--- src/common/bpm_consts.svh ---
// bpm_consts.svh - offsets, field positions, codes and reset values
// for the bridge power management register pair.
// assumes: included by bare name from common/; holds definitions only.
`ifndef BPM_CONSTS_SVH
`define BPM_CONSTS_SVH

// configuration space byte offsets of the two words
`define BPM_OFS_CAP 8'hde
`define BPM_OFS_CSR 8'he0

// capability word field positions
`define BPM_CAP_WAKE_HI 15
`define BPM_CAP_WAKE_LO 11
`define BPM_CAP_D2_BIT 10
`define BPM_CAP_D1_BIT 9
`define BPM_CAP_VER_HI 2
`define BPM_CAP_VER_LO 0

// revision codes reported in the version field
`define BPM_VER_R10 3'h1
`define BPM_VER_R11 3'h2

// control/status word: power state field and reset value
`define BPM_CSR_PS_HI 1
`define BPM_CSR_PS_LO 0
`define BPM_CSR_RST 16'h0000

`endif

--- src/common/bpm_pkg.sv ---
// bpm_pkg.sv - types shared by the power management register block.
// assumes: compiled before the interface and the design modules.
package bpm_pkg;

   // power state field codes as software sees them
   typedef enum logic [1:0] {
      BPM_D0 = 2'h0,
      BPM_D1 = 2'h1,
      BPM_D2 = 2'h2,
      BPM_D3HOT = 2'h3
   } bpm_pstate_t;

   // which word a configuration access hits
   typedef enum logic [1:0] {
      BPM_SEL_NONE = 2'h0,
      BPM_SEL_CAP = 2'h1,
      BPM_SEL_CSR = 2'h3
   } bpm_sel_t;

endpackage

--- src/common/bpm_pm_if.sv ---
// bpm_pm_if.sv - link between the register decode and the state keeper.
// assumes: one clock; all signals synchronous to sys_clk.
`timescale 1ns/1ps
interface bpm_pm_if;
   logic ps_wr; // accepted, legal write of the power state field
   bpm_pkg::bpm_pstate_t ps_wdata; // new power state
   logic clk_ctl_en; // bus power/clock control strap level
   bpm_pkg::bpm_pstate_t ps_state; // current power state
   logic int_rst; // one-cycle internal reset on a d3hot to d0 write
   logic clk_run; // secondary clocks allowed to run

   modport regs (output ps_wr, ps_wdata, clk_ctl_en,
                 input ps_state, int_rst, clk_run);
   modport ctl (input ps_wr, ps_wdata, clk_ctl_en,
                output ps_state, int_rst, clk_run);
endinterface

--- src/hdl/bpm_regs.sv ---
// bpm_regs.sv - power management capability and control/status words
// of the bridge function, reached over the configuration access port.
// assumes: straps steady during operation; one access port, 16-bit
// words at byte offsets; reads answered one cycle later.
//
// Contract
// - high strap set: no power states claimed
// - wake support field reads all zeros
// - d2 support bit follows low strap
// - d1 support bit follows low strap
// - capability bits eight to six zero
// - special initialization flag reads zero
// - aux power and wake clock bits zero
// - version field from low strap
// - d3hot to d0 resets, keeps control word
// - wake status and enable read zero
// - data scale and select read zero
// - control bits seven to two zero
// - power state field readable and writable
// - strap set stops secondary clocks in d3hot
`timescale 1ns/1ps
`include "bpm_consts.svh"
module bpm_regs (
   input wire logic sys_clk,
   input wire logic rst_n,
   input wire logic [7:0] cfg_addr,
   input wire logic cfg_rd,
   input wire logic cfg_wr,
   input wire logic [1:0] cfg_be,
   input wire logic [15:0] cfg_wdata,
   output logic [15:0] cfg_rdata,
   output logic cfg_rvalid,
   input wire logic mode_strap_low_bit,
   input wire logic mode_strap_high_bit,
   input wire logic bus_power_clock_strap,
   output logic [1:0] power_state,
   output logic internal_reset,
   output logic sec_clk_run
);

   // decode a byte offset into the word it selects
   function automatic bpm_pkg::bpm_sel_t dec_sel(input logic [7:0] a);
      if (a == `BPM_OFS_CAP)
         return bpm_pkg::BPM_SEL_CAP;
      else if (a == `BPM_OFS_CSR)
         return bpm_pkg::BPM_SEL_CSR;
      else
         return bpm_pkg::BPM_SEL_NONE;
   endfunction

   // capability word built from the straps alone
   function automatic logic [15:0] cap_word(input logic ms0,
                                            input logic ms1);
      logic [15:0] w;
      w = 16'h0000;
      // d1/d2 only with low strap clear and states supported at all
      w[`BPM_CAP_D2_BIT] = !ms0 && !ms1;
      w[`BPM_CAP_D1_BIT] = !ms0 && !ms1;
      w[`BPM_CAP_VER_HI:`BPM_CAP_VER_LO] =
         ms0 ? `BPM_VER_R10 : `BPM_VER_R11;
      return w;
   endfunction

   // may the power state field take this code under these straps
   function automatic logic ps_legal(input bpm_pkg::bpm_pstate_t s,
                                     input logic ms0, input logic ms1);
      logic ok;
      ok = 1'b1;
      if (ms1)
         ok = (s == bpm_pkg::BPM_D0);
      else if (ms0)
         ok = (s != bpm_pkg::BPM_D1) && (s != bpm_pkg::BPM_D2);
      return ok;
   endfunction

   bpm_pm_if pm (); // link to the state keeper
   bpm_pkg::bpm_sel_t wsel; // word hit by the current write
   bpm_pkg::bpm_sel_t rsel; // word hit by the current read
   bpm_pkg::bpm_pstate_t wstate; // state code carried by the write
   logic [15:0] rdata_r; // read answer
   logic [15:0] rdata_nxt;
   logic rvalid_r; // read answer strobe
   logic rvalid_nxt;

   assign wsel = dec_sel(cfg_addr);
   assign rsel = dec_sel(cfg_addr);
   assign wstate = bpm_pkg::bpm_pstate_t'(
      cfg_wdata[`BPM_CSR_PS_HI:`BPM_CSR_PS_LO]);

   // write path: only the state field of the control word is writable;
   // the capability word and every other bit ignore writes
   always_comb begin
      pm.ps_wr = cfg_wr && (wsel == bpm_pkg::BPM_SEL_CSR) &&
                 cfg_be[0] &&
                 ps_legal(wstate, mode_strap_low_bit,
                          mode_strap_high_bit);
      pm.ps_wdata = wstate;
      pm.clk_ctl_en = bus_power_clock_strap;
   end

   // state keeper instance
   bpm_state_ctl u_ctl (
      .sys_clk(sys_clk),
      .rst_n(rst_n),
      .pm(pm.ctl)
   );

   // read path: answer next cycle, unmapped offsets read zero
   always_comb begin
      rdata_nxt = rdata_r;
      rvalid_nxt = cfg_rd;
      if (cfg_rd) begin
         unique case (rsel)
            bpm_pkg::BPM_SEL_CAP:
               rdata_nxt = cap_word(mode_strap_low_bit,
                                    mode_strap_high_bit);
            bpm_pkg::BPM_SEL_CSR: begin
               // upper fourteen bits fixed at zero
               rdata_nxt = `BPM_CSR_RST;
               rdata_nxt[`BPM_CSR_PS_HI:`BPM_CSR_PS_LO] =
                  pm.ps_state;
            end
            bpm_pkg::BPM_SEL_NONE:
               rdata_nxt = 16'h0000;
            default:
               rdata_nxt = 16'h0000; // unused select code
         endcase
      end
   end

   // read registers
   always_ff @(posedge sys_clk) begin
      if (!rst_n) begin
         rdata_r <= 16'h0000;
         rvalid_r <= 1'b0;
      end else begin
         rdata_r <= rdata_nxt;
         rvalid_r <= rvalid_nxt;
      end
   end

   // outputs
   assign cfg_rdata = rdata_r;
   assign cfg_rvalid = rvalid_r;
   assign power_state = pm.ps_state;
   assign internal_reset = pm.int_rst;
   assign sec_clk_run = pm.clk_run;

   logic rd_cap; // read of the capability word
   logic rd_csr; // read of the control word
   assign rd_cap = cfg_rd && (rsel == bpm_pkg::BPM_SEL_CAP);
   assign rd_csr = cfg_rd && (rsel == bpm_pkg::BPM_SEL_CSR);
endmodule // bpm_regs

--- src/hdl/bpm_state_ctl.sv ---
// bpm_state_ctl.sv - keeps the power state, raises the internal reset
// on d3hot to d0 and gates the secondary clocks.
// assumes: writes arrive already checked for legality.
`timescale 1ns/1ps
module bpm_state_ctl (
   input wire logic sys_clk,
   input wire logic rst_n,
   bpm_pm_if.ctl pm
);

   bpm_pkg::bpm_pstate_t state_r; // current power state
   bpm_pkg::bpm_pstate_t state_nxt;
   logic irst_r; // internal reset pulse
   logic irst_nxt;

   // next state: write takes the new state, d3hot to d0 pulses reset
   always_comb begin
      state_nxt = state_r;
      irst_nxt = 1'b0;
      if (pm.ps_wr) begin
         state_nxt = pm.ps_wdata;
         // internal reset leaves the state field itself alone
         irst_nxt = (state_r == bpm_pkg::BPM_D3HOT) &&
                    (pm.ps_wdata == bpm_pkg::BPM_D0);
      end
   end

   // registers; only the primary reset clears the state
   always_ff @(posedge sys_clk) begin
      if (!rst_n) begin
         state_r <= bpm_pkg::BPM_D0;
         irst_r <= 1'b0;
      end else begin
         state_r <= state_nxt;
         irst_r <= irst_nxt;
      end
   end

   assign pm.ps_state = state_r;
   assign pm.int_rst = irst_r;
   // clocks stop only in d3hot and only with the strap set
   assign pm.clk_run = !(pm.clk_ctl_en &&
                         (state_r == bpm_pkg::BPM_D3HOT));

endmodule // bpm_state_ctl

--- config.mk ---
export PLATFORM = sky130hd
export DESIGN_NAME = bpm_regs
export DESIGN_NICKNAME = d
export VERILOG_FILES = /design/src/common/bpm_pkg.sv /design/src/common/bpm_pm_if.sv /design/src/hdl/bpm_regs.sv /design/src/hdl/bpm_state_ctl.sv
export VERILOG_INCLUDE_DIRS = /design/src /design/src/common
export SDC_FILE = /design/constraint.sdc
export NUM_CORES = 1
export LEC_CHECK = 0
export ABC_AREA = 1
export BUFFER_PORTS_ARGS = -buffer_cell sky130_fd_sc_hd__buf_2
export CAP_MARGIN = 20
export CORE_UTILIZATION = 34
export DETAILED_ROUTE_END_ITERATION = 10
export MAX_ROUTING_LAYER = met4
export PLACE_DENSITY = 0.77
export RECOVER_POWER = 25
export SYNTH_ARGS = -nofsm -noshare
export SYNTH_HDL_FRONTEND = slang
export SYNTH_HIERARCHICAL = 1
export SYNTH_SLANG_ARGS = --single-unit
--- constraint.sdc ---
create_clock -name sys_clk -period 1.25 [get_ports sys_clk]
set_input_delay 0.1875 -clock sys_clk [delete_from_list [all_inputs] [get_ports sys_clk]]
set_output_delay 0.1875 -clock sys_clk [all_outputs]
set_load 0.03 [all_outputs]
# [After elaboration in Yosys (flattened, before gate mapping)]
# Index checks and enable logic that the tools add are counted.
# W data, S select, Z words.
[word_totals] regBits=20 elab_cells=29 output_inout_bits=21
[classes] reduce_logical=12 eq_ne=7 n_mux=6
[ops] op="$pmux W11 S2" n=1
[ops] op="$eq A8 B8 Y1 const B" n=2
[ops] op="$logic_and A1 B1 Y1" n=7
[ops] op="$mux W2" n=3
[ops] op="$eq A2 B2 Y1 const B" n=2
[ops] op="$logic_not A1 Y1" n=3
[ops] op="$eq A2 B1 Y1 const B" n=1
[ops] op="$logic_not A2 Y1" n=1
[ops] op="$mux W1" n=2
[ops] op="$ne A2 B1 Y1 const B" n=1
[ops] op="$ne A2 B2 Y1 const B" n=1
[ops] op="$reduce_and A2 Y1" n=1

# [Longest topological paths before layout]
[logic_depth] depth_word=8 mapped_depth=8 mapped_depth_nobuf=8

# [Hierarchy]
# The synthesis kept the hierarchy.
[by_module_without_submodules] module="bpm_regs" cells_per_inst=66 area_each_um2=412.9 n_inst=1
[by_module_without_submodules] module="bpm_state_ctl" cells_per_inst=19 area_each_um2=121.4 n_inst=1

# [Worst setup path after synthesis]
# Ideal clock, no wire load.
[synth_path] kind="input port to flip-flop" start="input cfg_wdata[0]" end="register u_ctl.state_r[1], in the netlist u_ctl/pm.ps_state[1]" t_arrival_ns=1.025 n_path_buf=0 slack_ns=0.111 t_required_ns=1.136 stages=8 path_cell_list="inv_1 -> ha_1 -> nand3_1 -> o2111ai_1 -> nor2_1 -> inv_1 -> nor2_1 -> nor2_1"
[synth_between] elab_chain_cells=5 elab_cells_between_ends=7 classes_between="eq/ne (2); mux (2); reduce/logical (3)"
[synth_rtl] item="start, declared" line="bpm_regs.sv:30" text="input wire logic [15:0] cfg_wdata,"
[synth_rtl] item="$ne A2 B1 Y1 or $ne A2 B2 Y1 (tied branches)" line="bpm_regs.sv:72" text="ok = (s != bpm_pkg::BPM_D1) && (s != bpm_pkg::BPM_D2);"
[synth_rtl] item="$logic_and A1 B1 Y1" line="bpm_regs.sv:72"
[synth_rtl] item="$mux W1" line="bpm_regs.sv:71" text="else if (ms0)"
[synth_rtl] item="$mux W1 *" line="bpm_regs.sv:69" text="if (ms1)"
[synth_rtl] item="$logic_and A1 B1 Y1 *" line="bpm_regs.sv:94" text="cfg_be[0] &&"
[synth_rtl] item="named net pm.ps_wr" line="bpm_pm_if.sv:5" text="logic ps_wr;"
[synth_rtl] item="end signal, assigned" line="bpm_state_ctl.sv:31" text="state_r <= bpm_pkg::BPM_D0;"
[synth_rtl] item="end signal, assigned" line="bpm_state_ctl.sv:34" text="state_r <= state_nxt;"
[synth_rtl] item="end, declared" line="bpm_state_ctl.sv:11" text="bpm_pkg::bpm_pstate_t state_r;"
# Mark *: on every way through the listed nets, which the timed path passes. The rest lies on a longest branch.
# A chain may end at the register's enable or synchronous reset.

# [Worst setup path after layout]
[layout_path] start="register u_ctl.state_r[1], in the netlist u_ctl/pm.ps_state[1]" end="output sec_clk_run"
[layout_between] elab_chain_cells=3
[layout_rtl] item="$eq A2 B2 Y1" line="bpm_state_ctl.sv:43" text="(state_r == bpm_pkg::BPM_D3HOT));"
[layout_rtl] item="$logic_and A1 B1 Y1" line="bpm_state_ctl.sv:42" text="assign pm.clk_run = !(pm.clk_ctl_en &&"
[layout_rtl] item="$logic_not A1 Y1" line="bpm_state_ctl.sv:42"
[layout_rtl] item="end, declared" line="bpm_regs.sv:38" text="output logic sec_clk_run"
# No other way between the ends.

==> impl_metrics.tcl <==
set metrics [dict create \
    grt_max_degree 7 \
    drc 0 \
    grt_util_met3_pct 7.39 \
    hold_violations 0 \
    post_cts_resized 0 \
    cts_setup_buffers 0 \
    setup_viol 0 \
    critPathCapture "sec_clk_run" \
    critical_path_required_ns 1.06 \
    dieWidth_um 41.6 \
    setup_slack_ns 0.0975 \
    slew_violations 0 \
    met1_usage_pct 12.2 \
    hold_buffers 0 \
    nFillCells 155 \
    routed_via_density 4.19 \
    cts_inserted_buffers 3 \
    n_antenna_cell 0 \
    drt_wl_total_um 1060 \
    cp_top_family "flip-flops" \
    switching_share_pct 31.8 \
    place_hpwl_um 876 \
    ys.flop_type "dfxtp_1" \
    cp-startpoint "u_ctl/pm.ps_state[1]" \
    crit_top_cell "nand2_1" \
    yosys_warnings 6 \
    r2r_start "u_ctl/pm.ps_state[1]" \
    area_delta_synth_final_pct 23.4 \
    overflow 0 \
    async_flop_share_pct 0 \
    r2r_cells 4 \
    power.density_nw_per_um2 862 \
    hp-class "input pin to register" \
    die_y_um 41.6 \
    portBuffers 26 \
    grt_first_pass_wirelength_um 1800 \
    synthTopCellsByCount "nand2_1 (17), inv_1 (16), buf_4 (13), nor2_1 (13)" \
    cts.sinks 7 \
    r2r_end "cfg_rdata[1]" \
    synth-seq-cells 7 \
    pwr-share-seq_pct 40.1 \
    cp_slowest_stage_delay_ns 0.37 \
    ys_types 16 \
    start_util_pct 38.6 \
    leakage_uw 0.000400 \
    grt_util_all_layers_pct 14.2 \
    place_congestion 0.763 \
    irDropWorstVdd_mv 0.444 \
    grt_pass1_vias 483 \
    outcome "completed" \
    slowest_stage "dfxtp_1" \
    fp-row-count 13 \
    cts.htree.levels 1 \
    yosys.area.top_type "dfxtp_1" \
    reg2reg_setup_slack_ns 0.48 \
    clk_pin_slew_ns 0.05 \
    ant_nets 0 \
    netlist_instances 85 \
    grt_antenna_before_repair 0 \
    fin_cells 130 \
    final_cell_area_um2 659 \
    synth_edf_count 0 \
    finish.utilization_pct 47.7 \
    first_pass_iters 4 \
    fmax_mhz 868 \
    fin_crit_sh_pct 92.2 \
    start_kind "register" \
    syn_area_per_cell_um2 6.29 \
    path_cells "nand2_1 -> inv_1 -> nand2_1 -> buf_2" \
    synth_area_um2 534 \
    tritoncts "done" \
    worst-path-max-fanout 4 \
    combPwrFrac_pct 23.8 \
    place_ws_ns -0.0910 \
    rsz0062_at_grt "false" \
    crit_cells 4 \
    switchingPower_uw 181 \
    dp.cells 126 \
    min_period_ns 1.15 \
    met2_usage_pct 24.7 \
    drv_cap 0 \
    clock_latency_ns 0.25 \
    vias 545 \
    cp.arrival_ns 0.97 \
    cts_root_buf "clkbuf_4" \
    endpoint_kind "output port" \
    internal_power_uw 387 \
    synth.most_common_cell "nand2_1" \
    seq_area_frac_synth_pct 26.2 \
    crit_buf_inv 2 \
    drt_iter0_drc 7 \
    yosys.area.top_type_share_pct 26.2 \
    cts_buffer_depth 2 \
    layout-drive-gt1-share_pct 30.4 \
    boundaryPins 54 \
    top_usage_layer "met2" \
    fin_nets 150 \
    yosys-top-cells-area "dfxtp_1 (26%), buf_4 (18%), nand2_1 (12%)" \
    wl_per_cell_um 8.18 \
    fin_skew_ns 0.000277 \
    crit_type "register to output port" \
    core-area_um2 1380 \
    power.share.clock_pct 36.1 \
    placed_cell_area_um2 642 \
    die-area_um2 1730 \
]
==> state kept, by name, indices dropped and copies added (netlist names) <==
name and cells:
cfg_rvalid 1, u_ctl/pm.ps_state 2, cfg_rdata 3, u_ctl/pm.int_rst 1
==> stage by stage <==
stage / power (µW) / setup TNS, ns / hold WS (ns)
after global placement: 367 / -0.0968 / 0.451
after global routing: 606 / 0 / 0.228
after CTS: 575 / 0 / 0.200
final: 568 / 0 / 0.205
after floorplan: 351 / 0 / 0.295
after detailed placement: 370 / -0.226 / 0.454
==> worst register-to-register path: stages (launching register included) <==
cell,delay [ns]
dfxtp_1,0.37
nand3_1,0.10
nand2_1,0.07
nand2_1,0.06
a21oi_2,0.11
==> per-layer routing <==
| metal | vias to the layer above | routed length (µm) |
|---|---|---|
| met5 | - | 0 |
| met2 | 26 | 550 |
| met3 | 2 | 88 |
| met4 | 0 | 17 |
| met1 | 229 | 408 |
| li1 | 288 | - |
==> power groups by stage <==
| stage | Combinational [µW] | Sequential [µW] | Clock, µW |
|---|---|---|---|
| floorplan | 112 | 239 | 0 |
| global placement | 135 | 232 | 0 |
| global route | 150 | 228 | 229 |
| detailed placement | 138 | 232 | 0 |
| CTS | 139 | 228 | 209 |
| finish | 135 | 228 | 205 |
==> kinds of logic after synthesis <==
family / count (synthesis) / synth area share, %
AO/OA/AOI/OAI: 4 / 5.15
adder cells (fa/ha/maj): 1 / 2.34
buffers and inverters: 30 / 30.2
flip-flops: 7 / 26.2
other: 1 / 0.702
AND/OR/NAND/NOR: 42 / 35.4
==> worst min path at each step <==
stage / startpoint / to / slack (ns) / cells past startpoint
after floorplan: cfg_rd / cfg_rvalid / 0.29 / 2
after global placement: cfg_rd / cfg_rvalid / 0.45 / 3
after detailed placement: cfg_rd / cfg_rvalid / 0.45 / 3
after CTS: cfg_rd / cfg_rvalid / 0.20 / 3
after global routing: cfg_rd / cfg_rvalid / 0.23 / 3
final: cfg_rd / cfg_rvalid / 0.21 / 3
==> cells in the final DEF (no fill, tap or decap) <==
cell,synthesis,final
clkbuf_4,0,3
a21oi_2,1,1
nand2_1,17,17
inv_1,16,16
o21ai_1,1,1
o21ai_0,1,1
nand3_1,7,7
clkbuf_1,0,2
nand4_1,1,1
buf_2,0,25
o2111ai_1,1,1
ha_1,1,1
inv_2,1,1
conb_1,1,12
buf_4,13,2
nor2_1,13,14
dfxtp_1,7,7
nor2_4,2,1
nand2_2,2,2
==> area by class of cell <==
| type | instances | area (µm²) | share of cell area (%) |
|---|---|---|---|
| Clock buffer | 4 | 26.3 | 3.98 |
| Inverter | 17 | 63.8 | 9.68 |
| Multi-Input combinational cell | 59 | 267 | 40.4 |
| Sequential cell | 7 | 140 | 21.3 |
| Tap cell | 15 | 18.8 | 2.85 |
| Timing Repair Buffer | 28 | 144 | 21.8 |
No activity file was read; power rests on OpenSTA's default activity.
